### config.mk
export PLATFORM = sky130hd
export DESIGN_NAME = mpc_top
export DESIGN_NICKNAME = d
export VERILOG_FILES = /design/src/inc/mpc_pkg.sv /design/src/logic/mpc_cfg_reg.sv /design/src/logic/mpc_pin_sel.sv /design/src/logic/mpc_top.sv
export SDC_FILE = /design/constraint.sdc
export NUM_CORES = 1
export LEC_CHECK = 0
export BUFFER_PORTS_ARGS = -buffer_cell sky130_fd_sc_hd__buf_4
export CAP_MARGIN = 20
export CORE_UTILIZATION = 30
export CTS_CLUSTER_DIAMETER = 30
export CTS_CLUSTER_SIZE = 10
export DETAILED_ROUTE_END_ITERATION = 7
export MAX_ROUTING_LAYER = met4
export PLACE_DENSITY_LB_ADDON = 0.08
export SLEW_MARGIN = 20
export SYNTH_ARGS = -nofsm -noshare
export SYNTH_HDL_FRONTEND = slang
export SYNTH_SLANG_ARGS = --single-unit
### constraint.sdc
create_clock -name ref_clk -period 1.9 [get_ports ref_clk]
set_input_delay 0.285 -clock ref_clk [delete_from_list [all_inputs] [get_ports ref_clk]]
set_output_delay 0.285 -clock ref_clk [all_outputs]
set_load 0.02 [all_outputs]
### src/inc/mpc_pkg.sv
// constants and decode helpers for the multifunction pin configuration block
// How it works
// - three 8-bit pin configuration registers sit at 0x41, 0x42, 0x43 in book 0x00 page 0x01.
// - every pin configuration register, reserved bits included, resets to zero.
// - function code 0 disables the pin and turns off both its input and output buffers.
// - function code 1 makes the pin an input that is routed on to the input multiplexer.
// - function code 3 drives the pin at the level held in its own register's level bit.
// - the level bit at position 6 gives low for 0 and high for 1, and only matters under code 3.
// - function code 4 drives the pin from the shared pin level, not from its own level bit.
// - function code 5 drives out the digital-microphone clock used with the PDM data input.
// - function code 6 drives out the general clock output.
// - function codes 7 to 10 drive out interrupt lines one to four in that order.
// - function codes 12 and 13 drive out the first serial interface frame clock and bit clock.
// - codes 16, 17, 18, 21, 27, 28, 29 drive out the listed serial interface clocks and data.
`default_nettype none
package mpc_pkg;

    // register location
    localparam logic [7:0] MPC_BOOK         = 8'h00;
    localparam logic [7:0] MPC_PAGE         = 8'h01;
    localparam logic [7:0] MPC_OFS_PIN_A    = 8'h41;
    localparam logic [7:0] MPC_OFS_PIN_B    = 8'h42;
    localparam logic [7:0] MPC_OFS_PIN_C    = 8'h43;
    localparam logic [7:0] MPC_RST_PIN_CFG  = 8'h00;
    localparam logic [7:0] MPC_RDATA_UNMAP  = 8'h00;

    // field layout
    localparam int         MPC_LEVEL_BIT    = 6;
    localparam int         MPC_FUNC_MSB     = 4;
    localparam int         MPC_FUNC_LSB     = 0;

    // function codes
    localparam logic [4:0] MPC_FN_OFF       = 5'h00;
    localparam logic [4:0] MPC_FN_INPUT     = 5'h01;
    localparam logic [4:0] MPC_FN_LEVEL     = 5'h03;
    localparam logic [4:0] MPC_FN_SHARED    = 5'h04;

    // one bit per code that drives the pin: 3-10, 12, 13, 16-18, 21, 27-29
    localparam logic [31:0] MPC_DRIVE_MASK  = 32'h382737F8;

    // codes that turn the output buffer on; everything else keeps it off
    function automatic logic mpc_drives(input logic [4:0] code);
        mpc_drives = MPC_DRIVE_MASK[code];
    endfunction : mpc_drives

    // code that turns the input buffer on
    function automatic logic mpc_listens(input logic [4:0] code);
        mpc_listens = (code == MPC_FN_INPUT);
    endfunction : mpc_listens

endpackage : mpc_pkg
`default_nettype wire

### src/logic/mpc_cfg_reg.sv
// one 8-bit pin configuration register with level and function fields
`timescale 1ns/1ps
`default_nettype none
module mpc_cfg_reg
    import mpc_pkg::*;
(
    input  wire logic       ref_clk,
    input  wire logic       sys_rst,
    input  wire logic       wr_en,
    input  wire logic [7:0] wdata,
    output logic      [7:0] value,
    output logic            level,
    output logic      [4:0] func
);

    // all bits stored as written; reserved bits are plain storage
    always_ff @(posedge ref_clk) begin
        if (sys_rst) begin
            value <= MPC_RST_PIN_CFG;
        end else if (wr_en) begin
            value <= wdata;
        end
    end

    // field split
    assign level = value[MPC_LEVEL_BIT];
    assign func  = value[MPC_FUNC_MSB:MPC_FUNC_LSB];

endmodule : mpc_cfg_reg
`default_nettype wire

### src/logic/mpc_pin_sel.sv
// output source selection and buffer enables for one multifunction pin
`timescale 1ns/1ps
`default_nettype none
module mpc_pin_sel
    import mpc_pkg::*;
(
    input  wire logic [4:0]  func,
    input  wire logic        level,
    input  wire logic        shared_level,
    input  wire logic [31:0] sources,
    output logic             drive_out,
    output logic             drive_oe,
    output logic             listen_en
);

    // per-pin view of the source table; slots 3 and 4 are the static levels
    logic [31:0] pin_sources;
    logic        pick;

    assign pin_sources = {sources[31:5], shared_level, level, sources[2:0]};
    assign pick        = pin_sources[func];

    // reserved and disabled codes both leave the pin undriven and low
    assign drive_oe  = mpc_drives(func);
    assign drive_out = drive_oe & pick;
    assign listen_en = mpc_listens(func);

endmodule : mpc_pin_sel
`default_nettype wire

### src/logic/mpc_top.sv
// multifunction pin configuration for the second audio port pins
`timescale 1ns/1ps
`default_nettype none
module mpc_top
    import mpc_pkg::*;
(
    input  wire logic       ref_clk,
    input  wire logic       sys_rst,
    // register port
    input  wire logic       reg_wr_en,
    input  wire logic       reg_rd_en,
    input  wire logic [7:0] reg_book,
    input  wire logic [7:0] reg_page,
    input  wire logic [7:0] reg_addr,
    input  wire logic [7:0] reg_wdata,
    output logic      [7:0] reg_rdata,
    output logic            reg_rd_valid,
    // shared level kept in another register
    input  wire logic       shared_pin_level,
    // output sources, all on ref_clk
    input  wire logic       pdm_mic_clk,
    input  wire logic       general_clock_output,
    input  wire logic       irq_line_one,
    input  wire logic       irq_line_two,
    input  wire logic       irq_line_three,
    input  wire logic       irq_line_four,
    input  wire logic       serial_if1_frame_clk_out,
    input  wire logic       serial_if1_bit_clk_out,
    input  wire logic       serial_if1_data_out,
    input  wire logic       serial_if2_bit_clk_out,
    input  wire logic       serial_if2_data_out,
    input  wire logic       muxed_if_frame_clk_out,
    input  wire logic       muxed_if_bit_clk_out,
    input  wire logic       muxed_if_data_out,
    // bit clock 2 pin
    input  wire logic       second_port_bitclk_pin_in,
    output logic            second_port_bitclk_pin_out,
    output logic            second_port_bitclk_pin_oe,
    output logic            second_port_bitclk_pin_ie,
    output logic            second_port_bitclk_route,
    // word clock 2 pin
    input  wire logic       second_port_wordclk_pin_in,
    output logic            second_port_wordclk_pin_out,
    output logic            second_port_wordclk_pin_oe,
    output logic            second_port_wordclk_pin_ie,
    output logic            second_port_wordclk_route,
    // data out 2 pin
    input  wire logic       second_port_dataout_pin_in,
    output logic            second_port_dataout_pin_out,
    output logic            second_port_dataout_pin_oe,
    output logic            second_port_dataout_pin_ie,
    output logic            second_port_dataout_route
);

    // register decode
    // one comparator set serves both strobes, so a read and a write
    // always see the same address map

    // book and page must match before any offset is looked at
    logic       in_page;
    logic       hit_a;
    logic       hit_b;
    logic       hit_c;
    logic       wr_a;
    logic       wr_b;
    logic       wr_c;

    assign in_page = (reg_book == MPC_BOOK) && (reg_page == MPC_PAGE);
    assign hit_a   = in_page && (reg_addr == MPC_OFS_PIN_A);
    assign hit_b   = in_page && (reg_addr == MPC_OFS_PIN_B);
    assign hit_c   = in_page && (reg_addr == MPC_OFS_PIN_C);

    // a write to any other address is dropped without effect
    assign wr_a    = reg_wr_en && hit_a;
    assign wr_b    = reg_wr_en && hit_b;
    assign wr_c    = reg_wr_en && hit_c;

    // configuration registers
    // one instance per pin; reserved bits are stored as well, so software
    // reads back exactly what it wrote

    logic [7:0] cfg_a;
    logic [7:0] cfg_b;
    logic [7:0] cfg_c;
    logic       pin_a_level;
    logic       pin_b_level;
    logic       pin_c_level;
    logic [4:0] pin_a_function;
    logic [4:0] pin_b_function;
    logic [4:0] pin_c_function;

    // bit clock 2 pin configuration
    mpc_cfg_reg u_cfg_a (
        .ref_clk (ref_clk),
        .sys_rst (sys_rst),
        .wr_en   (wr_a),
        .wdata   (reg_wdata),
        .value   (cfg_a),
        .level   (pin_a_level),
        .func    (pin_a_function)
    );

    // word clock 2 pin configuration
    mpc_cfg_reg u_cfg_b (
        .ref_clk (ref_clk),
        .sys_rst (sys_rst),
        .wr_en   (wr_b),
        .wdata   (reg_wdata),
        .value   (cfg_b),
        .level   (pin_b_level),
        .func    (pin_b_function)
    );

    // data out 2 pin configuration
    mpc_cfg_reg u_cfg_c (
        .ref_clk (ref_clk),
        .sys_rst (sys_rst),
        .wr_en   (wr_c),
        .wdata   (reg_wdata),
        .value   (cfg_c),
        .level   (pin_c_level),
        .func    (pin_c_function)
    );

    // register read back
    // a single registered read port; the pad side never waits on it, so
    // reads cost nothing at the pins

    // unmapped addresses read as zero rather than the last value
    logic [7:0] next_reg_rdata;

    assign next_reg_rdata = hit_a ? cfg_a :
                            hit_b ? cfg_b :
                            hit_c ? cfg_c : MPC_RDATA_UNMAP;

    // read data follows the strobe by one clock
    always_ff @(posedge ref_clk) begin
        if (sys_rst) begin
            reg_rdata    <= MPC_RDATA_UNMAP;
            reg_rd_valid <= 1'b0;
        end else begin
            reg_rd_valid <= reg_rd_en;
            if (reg_rd_en) begin
                reg_rdata <= next_reg_rdata;
            end
        end
    end

    // source table, indexed by function code
    // one table serves all three pins, which keeps the code map in a
    // single place

    // slots 3 and 4 are filled per pin; reserved slots stay zero
    logic [31:0] sources;

    assign sources = {
        2'b00,                      // 31-30
        muxed_if_data_out,          // 29
        muxed_if_bit_clk_out,       // 28
        muxed_if_frame_clk_out,     // 27
        5'b00000,                   // 26-22
        serial_if2_data_out,        // 21
        2'b00,                      // 20-19
        serial_if2_bit_clk_out,     // 18
        serial_if1_frame_clk_out,   // 17
        serial_if1_data_out,        // 16
        2'b00,                      // 15-14
        serial_if1_bit_clk_out,     // 13
        serial_if1_frame_clk_out,   // 12
        1'b0,                       // 11
        irq_line_four,              // 10
        irq_line_three,             // 9
        irq_line_two,               // 8
        irq_line_one,               // 7
        general_clock_output,       // 6
        pdm_mic_clk,                // 5
        5'b00000                    // 4-0
    };

    // per-pin selection
    // each pin picks from the shared table with its own level bit
    // plugged into slot 3

    logic sel_a_out;
    logic sel_a_oe;
    logic sel_a_ie;
    logic sel_b_out;
    logic sel_b_oe;
    logic sel_b_ie;
    logic sel_c_out;
    logic sel_c_oe;
    logic sel_c_ie;

    // bit clock 2 pin source
    mpc_pin_sel u_sel_a (
        .func         (pin_a_function),
        .level        (pin_a_level),
        .shared_level (shared_pin_level),
        .sources      (sources),
        .drive_out    (sel_a_out),
        .drive_oe     (sel_a_oe),
        .listen_en    (sel_a_ie)
    );

    // word clock 2 pin source
    mpc_pin_sel u_sel_b (
        .func         (pin_b_function),
        .level        (pin_b_level),
        .shared_level (shared_pin_level),
        .sources      (sources),
        .drive_out    (sel_b_out),
        .drive_oe     (sel_b_oe),
        .listen_en    (sel_b_ie)
    );

    // data out 2 pin source
    mpc_pin_sel u_sel_c (
        .func         (pin_c_function),
        .level        (pin_c_level),
        .shared_level (shared_pin_level),
        .sources      (sources),
        .drive_out    (sel_c_out),
        .drive_oe     (sel_c_oe),
        .listen_en    (sel_c_ie)
    );

    // pin drivers
    // every pad control leaves through a flip-flop; reset leaves each pad
    // undriven and quiet

    // registered so the pads never see decode glitches; costs one clock of delay
    always_ff @(posedge ref_clk) begin
        if (sys_rst) begin
            second_port_bitclk_pin_out  <= 1'b0;
            second_port_bitclk_pin_oe   <= 1'b0;
            second_port_bitclk_pin_ie   <= 1'b0;
            second_port_wordclk_pin_out <= 1'b0;
            second_port_wordclk_pin_oe  <= 1'b0;
            second_port_wordclk_pin_ie  <= 1'b0;
            second_port_dataout_pin_out <= 1'b0;
            second_port_dataout_pin_oe  <= 1'b0;
            second_port_dataout_pin_ie  <= 1'b0;
        end else begin
            second_port_bitclk_pin_out  <= sel_a_out;
            second_port_bitclk_pin_oe   <= sel_a_oe;
            second_port_bitclk_pin_ie   <= sel_a_ie;
            second_port_wordclk_pin_out <= sel_b_out;
            second_port_wordclk_pin_oe  <= sel_b_oe;
            second_port_wordclk_pin_ie  <= sel_b_ie;
            second_port_dataout_pin_out <= sel_c_out;
            second_port_dataout_pin_oe  <= sel_c_oe;
            second_port_dataout_pin_ie  <= sel_c_ie;
        end
    end

    // pin inputs
    // two-stage synchronisers, since the pads are not tied to ref_clk
    // and may change at any time

    // pads are asynchronous; first stage feeds only the second stage
    logic in_a_meta;
    logic in_a_sync;
    logic in_b_meta;
    logic in_b_sync;
    logic in_c_meta;
    logic in_c_sync;

    always_ff @(posedge ref_clk) begin
        if (sys_rst) begin
            in_a_meta <= 1'b0;
            in_a_sync <= 1'b0;
            in_b_meta <= 1'b0;
            in_b_sync <= 1'b0;
            in_c_meta <= 1'b0;
            in_c_sync <= 1'b0;
        end else begin
            in_a_meta <= second_port_bitclk_pin_in;
            in_a_sync <= in_a_meta;
            in_b_meta <= second_port_wordclk_pin_in;
            in_b_sync <= in_b_meta;
            in_c_meta <= second_port_dataout_pin_in;
            in_c_sync <= in_c_meta;
        end
    end

    // input mux feed: held low unless the input buffer is on
    // gated with the same next value as the ie flop, so the route never
    // outlives ie by a clock when the code moves away from input
    always_ff @(posedge ref_clk) begin
        if (sys_rst) begin
            second_port_bitclk_route  <= 1'b0;
            second_port_wordclk_route <= 1'b0;
            second_port_dataout_route <= 1'b0;
        end else begin
            second_port_bitclk_route  <= sel_a_ie & in_a_sync;
            second_port_wordclk_route <= sel_b_ie & in_b_sync;
            second_port_dataout_route <= sel_c_ie & in_c_sync;
        end
    end

endmodule : mpc_top
`default_nettype wire

==> flow_summary.yaml <==
clocking:
  insertion_delay_ns: 0.30
  clkTransAtPathRegs_ns: 0.10
  cts_buffers: 5
  htreeDepth: 2
  cts_hold_buf: 0
  cts_root_buffer: "clkbuf_8"
  clockBufferDepth: 2
  cts_tree: "built"
  cts_sinks: 54
  postCtsResizedCells: 0
  postCtsSetupBuffers: 0
worst_setup_path:
  crit_fanout: 16
  end_kind: "flip-flop"
  path_class: "reg2reg"
  worstPathRequired_ns: 2.08
  cp.arrival_ns: 1.97
  worst_setup_path_start_kind: "flip-flop"
power:
  ir_drop_uv: 281
  power_density_nw_per_um2: 533
  leakage_nw: 1.44
  total_power_mw: 2.02
route:
  vias_per_cell: 4.90
  wire_per_inst_um: 15.3
  ant_nets: 0
  drt_first_pass_iters: 4
  route.detailed.drc: 0
  routed_wl_um: 8170
  vias: 2614
  drtIter0Drc: 96
finish:
  antenna_cells: 0
  num-nets-final: 453
  instances_no_fill: 533
  drive_gt1_frac: 0.308
  fin_util: 0.387
  area_growth_pct: 24.7
synthesis:
  seq_area_frac_synth: 0.355
  yosys_most_used_dff: "dfxtp_1"
  synth.ff_latch_count: 54
  yosysWarnings: 0
  synth_area_um2: 3050
  syn_inst: 332
  synth.avg_cell_area_um2: 9.18
  syn-num-nets: 386
  async_reset_ff_frac: 0
  synth_cell_types: 53
  synth_edf_count: 0
die:
  die_area_um2: 10600
  start_util: 0.310
  die_x_um: 103
  rows: 36
  dieHeight_um: 103
  pin_count: 75
  coreArea_um2: 9820
placed_design:
  place_inst: 525
  gp_congestion: 0.826
  dpl.hpwl_um: 6090
  port_buffers: 74
sta:
  min_period_ns: 1.79
  setup_viol: 0
  fin_worst_skew_ns: 0.00347
  rsz0062_at_grt: "false"
  max_freq_ghz: 0.559
  hold_viol: 0
  timing.final.crit_share: 0.942
  totalNegativeSetupSlack_ns: 0
  slew_headroom: 0.582
  tightest_slew_ns: 0.627
  drv_slew: 0
grt:
  antenna_found_initial: 0
  grt_pass1_wl_um: 12700
  grt_max_degree: 30
  grt_pass1_vias: 2445
  overflow: 0
  track_usage: 0.164
status:
  outcome: "complete, no violations"
flow_run:
  cap_violations: 0
worst_hold_path:
  min_path_type: "in2reg"
[logic make-up (layout without fill, tap and decap cells)]
logic type      Yosys count  in the layout  share of synthesized area
simple gates            127            127                      0.251
compound gates           61             61                      0.143
flops                    54             54                      0.355
mux                      51             51                      0.174
buf+inv                  36            104                     0.0690
xor+xnor                  3              3                    0.00863
[per-layer routing]
metal,vias up,share of wire,GRT usage,wire length [um]
met5,-,0,-,0
met4,0,0.0060,0.0336,49
met3,6,0.036,0.0264,296
met2,61,0.48,0.276,3940
met1,1218,0.48,0.206,3890
li1,1329,-,-,-
[metrics by stage]
step                      hold slack (ns)  cell area [um^2]  worst slack [ns]
after global placement              0.412              3700            0.0582
after floorplan                     0.406              3050             0.286
after global routing                0.196              3800            0.0359
final                               0.195              3800             0.110
after detailed placement            0.415              3700            0.0358
after CTS                           0.185              3800             0.141
[critical path, stage by stage, from the launching register on]
cell and delay (ns):
dfxtp_1 0.73, mux2_2 0.41, a221oi_1 0.38, o32ai_1 0.15
[worst paths after layout]
| path | from | to | slack [ns] | depth (start not counted) |
|---|---|---|---|---|
| setup / recovery | u_cfg_b.value[0] | second_port_wordclk_pin_out | 0.11 | 3 |
| hold / removal | second_port_wordclk_pin_in | in_b_meta | 0.20 | 2 |
| setup reg to reg | u_cfg_b.value[0] | second_port_wordclk_pin_out | 0.11 | 3 |
| hold reg to reg | in_c_sync | second_port_dataout_route | 0.43 | 1 |
[state kept, by name, indices dropped and copies added, names as in the netlist, 8 cells and up]
signal,cells
u_cfg_b.value,8
u_cfg_c.value,8
reg_rdata,8
u_cfg_a.value,8
[synth_stat cells, types with 4 or more instances]
cell | instances | share of area
a22o_1 | 10 | 0.029
clkbuf_8 | 4 | 0.018
nand3_1 | 11 | 0.018
mux2_2 | 15 | 0.055
a221oi_1 | 4 | 0.011
nor3_1 | 8 | 0.013
mux2i_1 | 36 | 0.12
nand2_1 | 8 | 0.0099
nor2_1 | 35 | 0.043
inv_1 | 5 | 0.0062
nor3b_1 | 4 | 0.0099
nand2b_1 | 14 | 0.029
nor2b_1 | 18 | 0.037
nand3b_1 | 8 | 0.020
dfxtp_1 | 54 | 0.35
a21oi_1 | 16 | 0.026
buf_2 | 9 | 0.015
o21ai_0 | 7 | 0.011
clkbuf_1 | 13 | 0.016
[layout make-up]
| class | instances | area, um^2 |
|---|---|---|
| Clock buffer | 6 | 82.6 |
| Multi-Input combinational cell | 242 | 1760 |
| Clock inverter | 2 | 12.5 |
| Sequential cell | 54 | 1080 |
| Inverter | 5 | 18.8 |
| Timing Repair Buffer | 91 | 683 |
| Fill cell | 1040 | 6020 |
| Tap cell | 133 | 166 |
[power breakdown]
part | internal [mW] | switching, mW | leakage [nW]
clock | 0.294 | 0.374 | 0.0472
combinational | 0.111 | 0.107 | 0.954
sequential | 1.14 | 0.00117 | 0.436
[layout by cell type (no fill, tap or decap), types with 10 or more instances in the layout]
cell type  netlist  final
buf_4            2     91
dfxtp_1         54     54
mux2i_1         36     36
nor2_1          35     35
nor2b_1         18     18
a21oi_1         16     16
mux2_2          15     15
nand2b_1        14     14
nand3_1         11     11
a22o_1          10     10
Note: power is estimated with default switching activity, not from simulation.
